## src/nv_access_pkg.sv

```systemverilog
// constants and types for the nonvolatile byte access unit
// Function
// [RULE_01] 64-byte array reached only through side registers
// [RULE_02] core keeps address bit 6 at zero
// [RULE_03] data register holds write byte or read byte
// [RULE_04] address register moves to and from accumulator
// [RULE_05] data register moves to and from accumulator
// [RULE_06] array read loads data register, accumulator undefined
// [RULE_07] array write programs data byte when unlocked
// [RULE_08] core writes three key codes in order
// [RULE_09] full key sequence lifts write protection
// [RULE_10] key register is write-only, loaded by instruction
// [RULE_11] finished write sets flag, interrupt if enabled
// [RULE_12] array write captures time-out code from accumulator
// [RULE_13] time-out 1/2/4/8 ms or 4/8/16/32 ms by scale
// [RULE_14] software sets time-out code before writing
// [RULE_15] software should enable watchdog or time-out
// [RULE_16] time-out error flag when write overruns, else zero
// [RULE_17] lock status reads one while locked, resets one
// [RULE_18] protection returns after write ends or times out
package nv_access_pkg;
  localparam int unsigned CLK_HZ        = 125_000_000;
  localparam int unsigned BASE_MS       = 1;
  localparam int unsigned MS_CYCLES     = CLK_HZ / 1000 * BASE_MS;
  localparam int unsigned ARRAY_BYTES   = 64;
  localparam int unsigned ADDR_W        = 7;
  localparam logic [7:0]  KEY_FIRST     = 8'hC9;
  localparam logic [7:0]  KEY_SECOND    = 8'h3A;
  localparam logic [7:0]  KEY_THIRD     = 8'hD3;
  localparam logic [1:0]  KEY_STAGE_0   = 2'h0;
  localparam logic [1:0]  KEY_STAGE_1   = 2'h1;
  localparam logic [1:0]  KEY_STAGE_2   = 2'h2;
  localparam logic [1:0]  KEY_STAGE_OK  = 2'h3;
  localparam logic [5:0]  SCALE_FINE_SH = 6'h00;
  localparam logic [5:0]  SCALE_COARSE_SH = 6'h02;
  localparam int unsigned PROG_CYCLES_DEF = 2000;

  typedef enum logic [2:0] {
    INSTR_NONE,
    INSTR_ADDR_READ,
    INSTR_ADDR_WRITE,
    INSTR_DATA_READ,
    INSTR_DATA_WRITE,
    INSTR_ARRAY_READ,
    INSTR_ARRAY_WRITE,
    INSTR_KEY_WRITE
  } instr_type;

  typedef enum logic {
    ST_IDLE,
    ST_PROG
  } state_type;
endpackage : nv_access_pkg

```

## src/eeprom_access_unit.sv

```systemverilog
// instruction-driven access unit for the 64-byte nonvolatile data array
`timescale 1ns/1ps
module eeprom_access_unit #(
  parameter int unsigned PROG_CYCLES = nv_access_pkg::PROG_CYCLES_DEF,
  parameter int unsigned MS_CYCLES   = nv_access_pkg::MS_CYCLES
) (
  input  wire logic                    sys_clk_i,
  input  wire logic                    reset_i,
  input  wire nv_access_pkg::instr_type instr_i,
  input  wire logic [7:0]              acc_i,
  input  wire logic                    timeout_scale_option_i,
  input  wire logic                    timeout_feature_option_i,
  input  wire logic                    write_done_irq_enable_i,
  input  wire logic                    global_irq_enable_i,
  input  wire logic                    write_done_flag_clr_i,
  output logic [7:0]                   acc_o,
  output logic                         acc_valid_o,
  output logic                         busy_o,
  output logic                         write_done_flag_o,
  output logic                         irq_o,
  output logic                         write_timeout_error_o,
  output logic                         write_lock_status_o
);
  localparam int unsigned TO_MAX = 32 * MS_CYCLES;
  localparam int unsigned CNT_W  = $clog2(TO_MAX + 1);

  // the program counter must be able to reach the programming length
  if (PROG_CYCLES < 1 || MS_CYCLES < 1 || PROG_CYCLES > TO_MAX) begin : g_bad_counts
    $error("cycle counts out of range");
  end

  typedef struct packed {
    nv_access_pkg::state_type state;
    logic [6:0]               nv_address_reg;
    logic [7:0]               nv_data_reg;
    logic [7:0]               unlock_key_reg;
    logic [1:0]               key_stage;
    logic [1:0]               timeout_code;
    logic [CNT_W-1:0]         prog_cnt;
    logic [CNT_W-1:0]         to_limit;
    logic [7:0]               acc;
    logic                     acc_valid;
    logic                     done_flag;
    logic                     irq;
    logic                     to_err;
    logic                     lock;
  } state_reg_type;

  state_reg_type            cur_ff;
  state_reg_type            nxt_s;
  logic [7:0]               mem_ff [nv_access_pkg::ARRAY_BYTES];
  logic                     mem_we;
  logic [5:0]               idx;

  assign idx = cur_ff.nv_address_reg[5:0]; // see [RULE_02]

  always_comb begin
    logic [5:0] sh;
    sh = timeout_scale_option_i ? nv_access_pkg::SCALE_FINE_SH : nv_access_pkg::SCALE_COARSE_SH;
    nxt_s = cur_ff;
    mem_we = 1'b0;
    nxt_s.acc_valid = 1'b0;
    nxt_s.lock = (cur_ff.key_stage != nv_access_pkg::KEY_STAGE_OK); // see [RULE_17]
    if (!timeout_feature_option_i) nxt_s.to_err = 1'b0; // see [RULE_16]
    if (write_done_flag_clr_i) nxt_s.done_flag = 1'b0;
    unique case (cur_ff.state)
      nv_access_pkg::ST_IDLE: begin
        unique case (instr_i)
          nv_access_pkg::INSTR_ADDR_READ: begin
            nxt_s.acc = {1'b0, cur_ff.nv_address_reg}; // see [RULE_04]
            nxt_s.acc_valid = 1'b1;
          end
          nv_access_pkg::INSTR_ADDR_WRITE: nxt_s.nv_address_reg = acc_i[6:0]; // see [RULE_04]
          nv_access_pkg::INSTR_DATA_READ: begin
            nxt_s.acc = cur_ff.nv_data_reg; // see [RULE_05]
            nxt_s.acc_valid = 1'b1;
          end
          nv_access_pkg::INSTR_DATA_WRITE: nxt_s.nv_data_reg = acc_i; // see [RULE_05]
          nv_access_pkg::INSTR_ARRAY_READ: begin
            nxt_s.nv_data_reg = mem_ff[idx]; // see [RULE_06] [RULE_03] [RULE_01]
            nxt_s.acc = '0;
          end
          nv_access_pkg::INSTR_KEY_WRITE: begin
            nxt_s.unlock_key_reg = acc_i; // see [RULE_10]
            unique case (cur_ff.key_stage) // see [RULE_09]
              nv_access_pkg::KEY_STAGE_0:
                nxt_s.key_stage = (acc_i == nv_access_pkg::KEY_FIRST) ?
                                  nv_access_pkg::KEY_STAGE_1 : nv_access_pkg::KEY_STAGE_0;
              nv_access_pkg::KEY_STAGE_1:
                nxt_s.key_stage = (acc_i == nv_access_pkg::KEY_SECOND) ?
                                  nv_access_pkg::KEY_STAGE_2 : nv_access_pkg::KEY_STAGE_0;
              nv_access_pkg::KEY_STAGE_2:
                nxt_s.key_stage = (acc_i == nv_access_pkg::KEY_THIRD) ?
                                  nv_access_pkg::KEY_STAGE_OK : nv_access_pkg::KEY_STAGE_0;
              nv_access_pkg::KEY_STAGE_OK:
                nxt_s.key_stage = nv_access_pkg::KEY_STAGE_0;
            endcase
          end
          nv_access_pkg::INSTR_ARRAY_WRITE: begin
            nxt_s.timeout_code = acc_i[1:0]; // see [RULE_12]
            nxt_s.to_limit = CNT_W'(MS_CYCLES << (sh + 6'(acc_i[1:0]))); // see [RULE_13]
            if (cur_ff.key_stage == nv_access_pkg::KEY_STAGE_OK) begin
              nxt_s.state = nv_access_pkg::ST_PROG; // see [RULE_07]
              nxt_s.prog_cnt = '0;
              nxt_s.to_err = 1'b0;
            end else begin
              nxt_s.key_stage = nv_access_pkg::KEY_STAGE_0;
            end
          end
          default: ;
        endcase
        // a key sequence broken by another instruction starts over
        if (instr_i != nv_access_pkg::INSTR_KEY_WRITE && instr_i != nv_access_pkg::INSTR_NONE
            && instr_i != nv_access_pkg::INSTR_ARRAY_WRITE
            && cur_ff.key_stage != nv_access_pkg::KEY_STAGE_OK)
          nxt_s.key_stage = nv_access_pkg::KEY_STAGE_0;
      end
      nv_access_pkg::ST_PROG: begin
        nxt_s.prog_cnt = cur_ff.prog_cnt + CNT_W'(1);
        if (timeout_feature_option_i && cur_ff.prog_cnt + CNT_W'(1) >= cur_ff.to_limit
            && PROG_CYCLES > cur_ff.to_limit) begin
          nxt_s.state = nv_access_pkg::ST_IDLE;
          nxt_s.to_err = 1'b1; // see [RULE_16]
          nxt_s.key_stage = nv_access_pkg::KEY_STAGE_0; // see [RULE_18]
        end else if (cur_ff.prog_cnt + CNT_W'(1) >= CNT_W'(PROG_CYCLES)) begin
          mem_we = 1'b1; // see [RULE_07]
          nxt_s.state = nv_access_pkg::ST_IDLE;
          nxt_s.done_flag = 1'b1; // see [RULE_11]
          nxt_s.key_stage = nv_access_pkg::KEY_STAGE_0; // see [RULE_18]
        end
      end
    endcase
    nxt_s.irq = nxt_s.done_flag && write_done_irq_enable_i && global_irq_enable_i; // see [RULE_11]
  end

  always_ff @(posedge sys_clk_i) begin
    if (reset_i) begin
      cur_ff <= '0;
      cur_ff.lock <= 1'b1; // see [RULE_17]
    end else begin
      cur_ff <= nxt_s;
    end
    if (mem_we) mem_ff[idx] <= cur_ff.nv_data_reg;
  end

  assign acc_o                 = cur_ff.acc;
  assign acc_valid_o           = cur_ff.acc_valid;
  assign busy_o                = (cur_ff.state == nv_access_pkg::ST_PROG);
  assign write_done_flag_o     = cur_ff.done_flag;
  assign irq_o                 = cur_ff.irq;
  assign write_timeout_error_o = cur_ff.to_err;
  assign write_lock_status_o   = cur_ff.lock;
endmodule : eeprom_access_unit

```

## config.mk

```make
export PLATFORM = sky130hd
export DESIGN_NAME = eeprom_access_unit
export DESIGN_NICKNAME = d
export VERILOG_FILES = /design/src/nv_access_pkg.sv /design/src/eeprom_access_unit.sv
export SDC_FILE = /design/constraint.sdc
export NUM_CORES = 1
export LEC_CHECK = 0
export ABC_AREA = 1
export BUFFER_PORTS_ARGS = -buffer_cell sky130_fd_sc_hd__buf_2
export CELL_PAD_IN_SITES_DETAIL_PLACEMENT = 1
export CELL_PAD_IN_SITES_GLOBAL_PLACEMENT = 2
export CORE_AREA = 5 5 297 183
export CTS_BUF_LIST = sky130_fd_sc_hd__clkbuf_8
export DETAILED_ROUTE_END_ITERATION = 16
export DIE_AREA = 0 0 302 188
export PLACE_DENSITY_LB_ADDON = 0.25
export SLEW_MARGIN = 20
export SYNTH_ARGS = -nofsm -noshare
export SYNTH_HDL_FRONTEND = slang
export SYNTH_SLANG_ARGS = --single-unit
export TNS_END_PERCENT = 30
```

## constraint.sdc

```tcl
create_clock -name sys_clk_i -period 5.5 [get_ports sys_clk_i]
set_input_delay 1.1 -clock sys_clk_i [delete_from_list [all_inputs] [get_ports sys_clk_i]]
set_output_delay 1.1 -clock sys_clk_i [all_outputs]
set_load 0.005 [all_outputs]
```

Word-level counts from Yosys, hierarchy flattened
Memories as Yosys holds them, arrays and structs flattened. A register that Yosys moved wholly into a read port is not among the register bits.
Cells that the tools add are included.
{ "word_totals": {"ramBits": 512, "regBits": 75, "memories": 1, "input_bits": 18} }
{ "op_classes": {"n_eq_ne": 21, "shift": 1, "n_mux": 38, "bitwise": 1, "reduce_logical": 19, "n_addsub": 2, "order_cmp": 3} }
{ "mem_list": {"columns": ["memory", "words", "word_bits", "rd", "rd_clocked_by_memory_dff", "wr", "line_no", "source"], "rows": [
  ["mem_ff", 64, 8, 1, 1, 1, "eeprom_access_unit.sv:51", "logic [7:0] mem_ff [nv_access_pkg::ARRAY_BYTES];"]
]} }
{ "ops": {"columns": ["op", "n"], "rows": [
  ["2-to-1 mux 44 bit", 1],
  ["one-hot mux 22 bit (2 select lines)", 1],
  ["one-hot mux 8 bit (3 select lines)", 1],
  ["adder 22 x 1 -> 22 bit (second input constant)", 1],
  [">= comparator 22 x 11 -> 1 bit (second input constant)", 1],
  [">= comparator 22 bit", 1],
  ["greater-than comparator 11 x 22 -> 1 bit (first input constant)", 1],
  ["2-to-1 mux 22 bit", 1],
  ["left shift 17 x 3 -> 22 bit (first input constant)", 1],
  ["2-to-1 mux 1 bit", 19],
  ["equality test 8 bit (second input constant)", 2],
  ["one-hot mux 8 bit (2 select lines)", 1],
  ["2-to-1 mux 2 bit", 7],
  ["equality test 3 bit (second input constant)", 4],
  ["2-to-1 mux 6 bit", 2],
  ["AND reduction 2 bit", 5],
  ["equality test 8 x 6 -> 1 bit (second input constant)", 1],
  ["one-hot mux 2 bit (2 select lines)", 2],
  ["one-hot mux 2 bit (4 select lines)", 1],
  ["logical AND 1 bit", 7],
  ["equality test 3 x 2 -> 1 bit (second input constant)", 2],
  ["!= test 3 bit (second input constant)", 2],
  ["nonzero test 3 bit", 2],
  ["equality test 2 bit (second input constant)", 2],
  ["14 further kinds", 17]
]} }

Logic depth before layout (Yosys ltp)
Gate-level depths: netlist of the first run.
{ "depth": {"depth_word": 8, "mapped_depth": 24, "depth_no_buf": 24} }

Least setup slack after synthesis of the first run
OpenSTA, ideal clock, no wires.
{ "synth_timing": {"path_kind": "register to register", "from": "reg cur_ff[35] in the netlist's numbering", "to": "mem mem_ff[48][0], enable pin", "required_time_ns": 5.130, "setup_slack_ns": 2.082, "stages_incl_launch_ff": 25, "setup_time_ns": 0.370, "period_less_slack_ns": 3.418, "arrival_time_ns": 3.048, "path_cell_list": "dfxtp_1 -> ha_1 -> nand2_2 -> nor2_2 -> nand2_4 -> nor2_1 -> xor2_1 -> inv_1 -> ha_1 -> nand2_1 -> nor2_1 -> and2_1 -> o21ai_0 -> nand3_1 -> nand2_1 -> nand2_1 -> nand2_1 -> nand2_1 -> nand2_1 -> nand2_1 -> nand2_4 -> nand3b_4 -> inv_12 -> nand2_8 -> nor2_1"} }
{ "synth_via": {"elab_chain_cells": 8, "elab_cells_between_ends": 10, "cone_classes": "1 x add/sub; 2 x order compare; 5 x mux; 2 x reduce/logical"} }
{ "synth_rtl": {"columns": ["element", "line_no", "source"], "rows": [
  ["start, declared", "eeprom_access_unit.sv:49", "state_reg_type cur_ff;"],
  ["start signal, assigned", "eeprom_access_unit.sv:141", "cur_ff <= nxt_s;"],
  ["adder 22 x 1 -> 22 bit *", "eeprom_access_unit.sv:120, eeprom_access_unit.sv:125", null],
  [">= comparator 22 bit", "eeprom_access_unit.sv:120", "if (timeout_feature_option_i && cur_ff.prog_cnt + CNT_W'(1) >= cur_ff.to_limit"],
  ["logical AND 1 bit", "eeprom_access_unit.sv:120", null],
  ["logical AND 1 bit", "eeprom_access_unit.sv:121", "&& PROG_CYCLES > cur_ff.to_limit) begin"],
  ["2-to-1 mux 1 bit *", "eeprom_access_unit.sv:120", null],
  ["2-to-1 mux 1 bit *", "eeprom_access_unit.sv:66", "unique case (cur_ff.state)"],
  ["2-to-1 mux 1 bit *", "eeprom_access_unit.sv:143", "if (mem_we) mem_ff[idx] <= cur_ff.nv_data_reg;"],
  ["2-to-1 mux 1 bit (implied by the code) *", "eeprom_access_unit.sv:143", null],
  ["end, declared", "eeprom_access_unit.sv:51", null]
]} }
Every way passes the cells marked *; elsewhere a longest branch is shown, timed or not.

Worst setup path in the final report of the first run
{ "layout_timing": {"from": "reg cur_ff[35] in the netlist's numbering", "to": "mem mem_ff[33][1], enable pin"} }
Same word-level chain as after synthesis.

==> out/results.txt, run 1 <==
status - finished clean
Synth Area in Compound Gates - 13.2%
Syn Inst Count - 2175
DR vias - 17871
Worst-path clk slew - 0.08 ns
drt drc - 0
Syn Nets - 2222
minimum clock period after layout - 4.24 ns
Startpoint Class - flop
Yosys reg bits - 590
initial drt markers - 2156
smallest hold slack - 0.480 ns
CTS Hold Bufs - 0
GR peak layer - met1
Slew Limit Fails - 0
EDFF count, synth - 512
Pre-antenna DRT Iters - 6
Initial Util - 48.2%
vias in the first global route - 17704
IO Count - 32
Post-Synth Adder-Cell Area - 1.52%
max_cap viols - 0
worst skew pair latency - 0.69 ns
GRT Resource Usage Total - 27.9%
Distinct cells, synth - 49
leakage - 0.00920 uW
Power, Total - 8900 uW
Vias/cell - 6.07
initial antenna violation count - 1
Area Growth Syn to Fin - 8.97%
unrepaired setup endpoints after global routing - false
required time worst endpoint - 5.80 ns
Async SR Flop Fraction - 0%
Syn. warnings - 0
Simple-Gate Fraction of Synth Area - 12.7%
post-DR wirelength/cell - 27.1 um
port bufs - 31
Final Setup Violations - 0
main flop type after synthesis - edfxtp_1
area of the core - 51600 um2
Worst EP arrival - 4.54 ns
Die Area - 56800 um2
Num Clock Sinks - 590
PostCTS Resize Cnt - 0
die width - 302 um
Setup Buffers After CTS - 0
clk root buf - clkbuf_8
VDD IR max - 0.000195 V
worst clock skew - 0.0295 ns
Slew Limit Headroom - 25.2%
register area share after synthesis - 68.2%
setup tns final - 0 ns
share of layout cells above drive strength 1 - 10.0%
CTS H-tree lvls - 3
pin count of the biggest net entering global routing - 227
GR Layer Usage met3 - 7.44%
CTS tree - done
total wire length - 79900 um
Worst-Margin Slew - 1.12 ns
syn_area_per_cell - 11.4 um2
worst hold path class - reg -> reg
FMAX - 236 MHz
Die H - 188 um
n_diodes - 0
critical path capture point type - flop
Crit Path Category - reg -> reg
gr ovfl total - 0
Pwr Density - 329 nW/um2
largest family of logic cells by synthesized area - compound AO/OA/AOI/OAI gates
post-synthesis mux area share - 0%
Mapped Area - 24800 um2
total CTS buffers - 86
final hold violations - 0
NumNets Final - 2226
CTS max path bufs - 3
first-pass GRT wire length - 118000 um
DRT antenna net count - 0
GR Util met1 - 45.3%
crit-path max FO - 8
met2 Use GR - 37.1%
Final Cycle Share - 77.0%
global placer's final weighted congestion - 0.872
xor-xnor portion of the synthesized cell area - 0.645%
Rows - 65
dpl hpwl - 50200 um
[final timing paths]
kind                                  end                     from  slack [ns]  cells after the start
setup / recovery  mem_ff[33][1]$_DFFE_PP_  cur_ff[35]$_SDFFE_PP0P_        1.26                     24
hold / removal    cur_ff[16]$_SDFFE_PP0P_  cur_ff[16]$_SDFFE_PP0P_        0.48                      2
setup reg to reg  mem_ff[33][1]$_DFFE_PP_  cur_ff[35]$_SDFFE_PP0P_        1.26                     24
hold reg to reg   cur_ff[16]$_SDFFE_PP0P_  cur_ff[16]$_SDFFE_PP0P_        0.48                      2
[critical path, stage by stage (launching register included)]
cell      delay, ns
dfxtp_1        0.45
ha_1           0.23
nand2_2        0.11
nor2_2         0.14
nand2_4        0.10
nor2_1         0.13
xor2_1         0.22
inv_1          0.10
ha_1           0.28
nand2_1        0.09
nor2_1         0.06
and2_1         0.15
o21ai_0        0.08
nand3_1        0.09
nand2_1        0.07
nand2_1        0.05
nand2_1        0.07
nand2_1        0.05
nand2_1        0.06
nand2_1        0.12
nand2_4        0.11
nand3b_4       0.14
inv_12         0.20
nand2_8        0.15
nor2_1         0.63
[final cells by class]
type / count / area (um2)
multi-input combinational: 1360 / 6980
timing repair buffer: 47 / 288
tap: 703 / 880
clock buffer: 90 / 1240
clock inverter: 60 / 333
inverter: 94 / 373
sequential: 590 / 17000
fill: 5414 / 24500
[flip-flops by register name, summed over array words and instances, names as in the netlist, named ones only]
name and count:
write_done_flag_o 1, irq_o 1, acc_o 8, busy_o 1
acc_valid_o 1, mem_ff 512, write_lock_status_o 1, write_timeout_error_o 1
cur_ff 58
[cells by family after synthesis]
logic type               count (synthesis)
AND/OR/NAND/NOR                        729
flip-flops                             590
AO/OA/AOI/OAI                          588
buffers and inverters                  225
adder cells (fa/ha/maj)                 29
XOR/XNOR                                14
[per-layer routing]
metal  vias up  wire length (um)
met5         -                 0
met4         0              1620
met3       112              8720
met2       914             31900
met1      8999             37700
li1       7846                 -
[report_power, final]
part / switching (uW) / internal, uW
combinational: 382 / 133
sequential: 118 / 4890
clock: 1720 / 1650
[synth_stat cells (4+ instances only)]
cell type	count	area [um2]
nand2_2	5	31.3
o21bai_1	4	30.0
inv_1	88	330
a31oi_1	14	87.6
o211ai_1	49	368
buf_1	4	15.0
nand2_1	193	724
ha_1	27	338
nor3_1	15	75.1
clkbuf_1	100	375
o21ai_0	318	1590
nor2_1	390	1460
xor2_1	7	61.3
buf_2	17	85.1
o22ai_1	127	795
or2_2	21	131
nor2_2	4	25.0
nand4_1	6	37.5
dfxtp_1	78	1560
edfxtp_1	512	15400
nand3_1	73	365
clkinv_1	4	15.0
a21oi_1	66	330
nand2_8	8	160
buf_4	9	67.6
[metrics by stage]
step	cells	worst slack (ns)	cell area [um2]	utilization, %
global placement	2794	1.47	25500	49.4
floorplan	2175	2.08	24800	-
finish	2944	1.26	27100	52.5
CTS	2944	1.25	27100	52.5
global route	2944	0.913	27100	52.5
detailed placement	2794	1.29	25500	49.4
[layout by cell type (no fill, tap or decap), types with 19 or more instances in the layout]
| cell | synthesis | layout |
|---|---|---|
| nand3_1 | 73 | 73 |
| nand2_1 | 193 | 193 |
| clkbuf_8 | 1 | 90 |
| dfxtp_1 | 78 | 67 |
| edfxtp_1 | 512 | 512 |
| inv_1 | 88 | 113 |
| ha_1 | 27 | 27 |
| o22ai_1 | 127 | 127 |
| nor2_1 | 390 | 390 |
| o211ai_1 | 49 | 49 |
| or2_2 | 21 | 21 |
| clkinv_1 | 4 | 19 |
| buf_2 | 17 | 31 |
| o21ai_0 | 318 | 318 |
| a21oi_1 | 66 | 65 |
Power figures use the tool's default switching activity.
==> inputs of run 2 (changes only) <==
--- a/config.mk
+++ b/config.mk
@@ -9,10 +9,10 @@
 export BUFFER_PORTS_ARGS = -buffer_cell sky130_fd_sc_hd__buf_2
 export CELL_PAD_IN_SITES_DETAIL_PLACEMENT = 1
 export CELL_PAD_IN_SITES_GLOBAL_PLACEMENT = 2
-export CORE_AREA = 5 5 297 183
+export CORE_AREA = 5 5 324 199
 export CTS_BUF_LIST = sky130_fd_sc_hd__clkbuf_8
 export DETAILED_ROUTE_END_ITERATION = 16
-export DIE_AREA = 0 0 302 188
+export DIE_AREA = 0 0 329 204
 export PLACE_DENSITY_LB_ADDON = 0.25
 export SLEW_MARGIN = 20
 export SYNTH_ARGS = -nofsm -noshare
==> constraint.sdc (replaced) <==
create_clock -name sys_clk_i -period 3.7 [get_ports sys_clk_i]
set_input_delay 0.74 -clock sys_clk_i [delete_from_list [all_inputs] [get_ports sys_clk_i]]
set_output_delay 0.74 -clock sys_clk_i [all_outputs]
set_load 0.005 [all_outputs]
==> run 2 against run 1 <==
  * Register-to-register slack worse by 1.1 ns
  * Die area grew 18%
  * Sequential share of layout area down 3.3 points
  * Total power up 51%
  * Non-clock buffer count grew 115
  * First-iteration DRC count decreased by 4.5%
  * Combinational power is 76% higher
  * Critical path depth decreased by 6
  * Fmax is 20% higher
  * Sequential power is 47% higher
  * Worst setup slack got worse by 1.1 ns
==> out/results.txt, run 2 (synthesized netlist as in run 1, its figures left out) <==
Biggest register - mem_ff
share of layout cells above drive strength 1 - 17.2%
reg-to-reg startpoint - cur_ff[35]$_SDFFE_PP0P_
Worst-Margin Slew - 1.05 ns
total wire length - 82500 um
hold-critical path depth - 3
Final Setup Violations - 0
Area Growth Syn to Fin - 15.0%
drt drc - 0
leakage - 0.00992 uW
VDD IR max - 0.000285 V
dpl hpwl - 54100 um
Die Area - 67100 um2
Final Cell Area - 28600 um2
Crit Path Category - reg -> reg
CTS max path bufs - 3
Vias/cell - 5.60
crit-path max FO - 8
Num Clock Sinks - 590
Worst EP arrival - 3.93 ns
minimum setup slack among reg-to-reg paths - 0.15 ns
initial drt markers - 2060
Die H - 204 um
first-pass GRT wire length - 122000 um
vias in the first global route - 18168
clk root buf - clkbuf_8
area of the core - 61600 um2
critical path capture point type - flop
global placer's final weighted congestion - 0.879
R2R depth - 18
Pre-antenna DRT Iters - 5
GRT Resource Usage Total - 24.4%
filler cell count - 6590
Initial Util - 40.3%
Slew Limit Fails - 0
final hold violations - 0
Slew Limit Headroom - 29.8%
Critical Path End - mem_ff[5][7]$_DFFE_PP_
CTS Hold Bufs - 0
port bufs - 31
Rows - 71
commonest non-fill, non-tap cell in the layout - edfxtp_1
Startpoint Class - flop
CTS H-tree lvls - 3
FMAX - 282 MHz
pin count of the biggest net entering global routing - 111
Pwr Density - 470 nW/um2
minimum clock period after layout - 3.55 ns
NumNets Final - 2346
most frequent cells in the layout - edfxtp_1 (512), nor2_1 (347), o21ai_0 (316), nand2_1 (189), o22ai_1 (127)
setup tns final - 0 ns
gr ovfl total - 0
status - finished clean
die width - 329 um
total CTS buffers - 91
worst hold path class - in -> reg
max FFs per register - 512
worst clock skew - 0.0384 ns
DRT antenna net count - 0
CP startpoint - cur_ff[35]$_SDFFE_PP0P_
IO Count - 32
initial antenna violation count - 1
worst skew pair latency - 0.71 ns
required time worst endpoint - 4.09 ns
Worst-path clk slew - 0.06 ns
Final Cycle Share - 95.8%
dpl cell area - 26600 um2
max_cap viols - 0
DR vias - 17986
n_diodes - 0
CTS tree - done
post-DR wirelength/cell - 25.7 um
worst r2r dst - mem_ff[5][7]$_DFFE_PP_
-- run 2: cell types whose count changed in the layout (fill, tap and decap cells not counted), moves of 9 or more --
cell / change
buf_12: +9
buf_4: +89
buf_6: +17
dfxtp_2: +9
nor2_1: -43
nor2_2: +37
-- run 2: worst min path at each step --
stage	startpoint	endpoint	slack [ns]
floorplan	cur_ff[83]$_SDFFE_PP0P_	cur_ff[83]$_SDFFE_PP0P_	0.44
global route	write_done_irq_enable_i	irq_o$_SDFF_PP0_	0.26
detailed placement	cur_ff[56]$_SDFFE_PP0P_	cur_ff[56]$_SDFFE_PP0P_	0.47
finish	write_done_irq_enable_i	irq_o$_SDFF_PP0_	0.30
global placement	cur_ff[23]$_SDFFE_PP0P_	cur_ff[23]$_SDFFE_PP0P_	0.46
CTS	write_done_irq_enable_i	irq_o$_SDFF_PP0_	0.23
-- run 2: timing repair --
item | 4_1_cts | 5_1_grt
cloned | 0 | 0
setup buffers | 0 | 5
setup endpoints to repair | 27 | 512
hold endpoints to repair | 0 | 0
resized for setup | 1 | 93
pin swaps | 0 | 19
-- run 2: worst max-delay path, stage by stage (launching register included) --
cell      delay, ns
dfxtp_4        0.36
buf_6          0.11
nand3_4        0.08
nor2_4         0.22
nand4_1        0.18
nor2_2         0.16
xnor2_1        0.17
inv_1          0.14
ha_1           0.31
a21oi_1        0.16
nor3_1         0.06
a211oi_1       0.24
nand2_2        0.12
nand2_4        0.08
nand3b_4       0.13
inv_12         0.19
nand2_8        0.18
nor2_2         0.16
buf_6          0.17
-- run 2: final cells by class --
| type | count | area, um2 | share of cell area, % |
|---|---|---|---|
| clock buffer | 91 | 1250 | 4.38 |
| clock inverter | 73 | 388 | 1.36 |
| inverter | 94 | 372 | 1.30 |
| multi-input combinational | 1360 | 7210 | 25.2 |
| sequential | 590 | 17000 | 59.4 |
| tap | 839 | 1050 | 3.67 |
| timing repair buffer | 162 | 1330 | 4.65 |
-- run 2: stage by stage --
stage | hold WS [ns] | instances | utilization, % | total power [uW] | setup WS [ns]
4_1_cts | 0.231 | 3204 | 45.9 | 13500 | 0.0279
3_5_place_dp | 0.473 | 3040 | 43.2 | 8380 | -0.0291
3_3_place_gp | 0.460 | 3040 | 43.2 | 8370 | 0.0698
6_report | 0.298 | 3209 | 46.4 | 13400 | 0.155
5_1_grt | 0.257 | 3209 | 46.4 | 13900 | -0.0258
2_1_floorplan | 0.442 | 2175 | - | 7940 | 0.282
-- run 2: power breakdown --
group | leakage, uW | internal [uW] | switching [uW]
combinational | 0.00364 | 228 | 676
sequential | 0.00535 | 7260 | 90.4
clock | 0.000944 | 2460 | 2700
total | 0.00992 | 9950 | 3460
-- run 2: per-layer routing --
layer | share of wire (%) | global-route usage [%] | vias up
li1 | - | - | 8068
met1 | 50 | 39.3 | 9081
met2 | 40 | 32.9 | 735
met3 | 8.9 | 6.03 | 100
met4 | 1.4 | 4.99 | 2
met5 | 0.023 | 0 | -
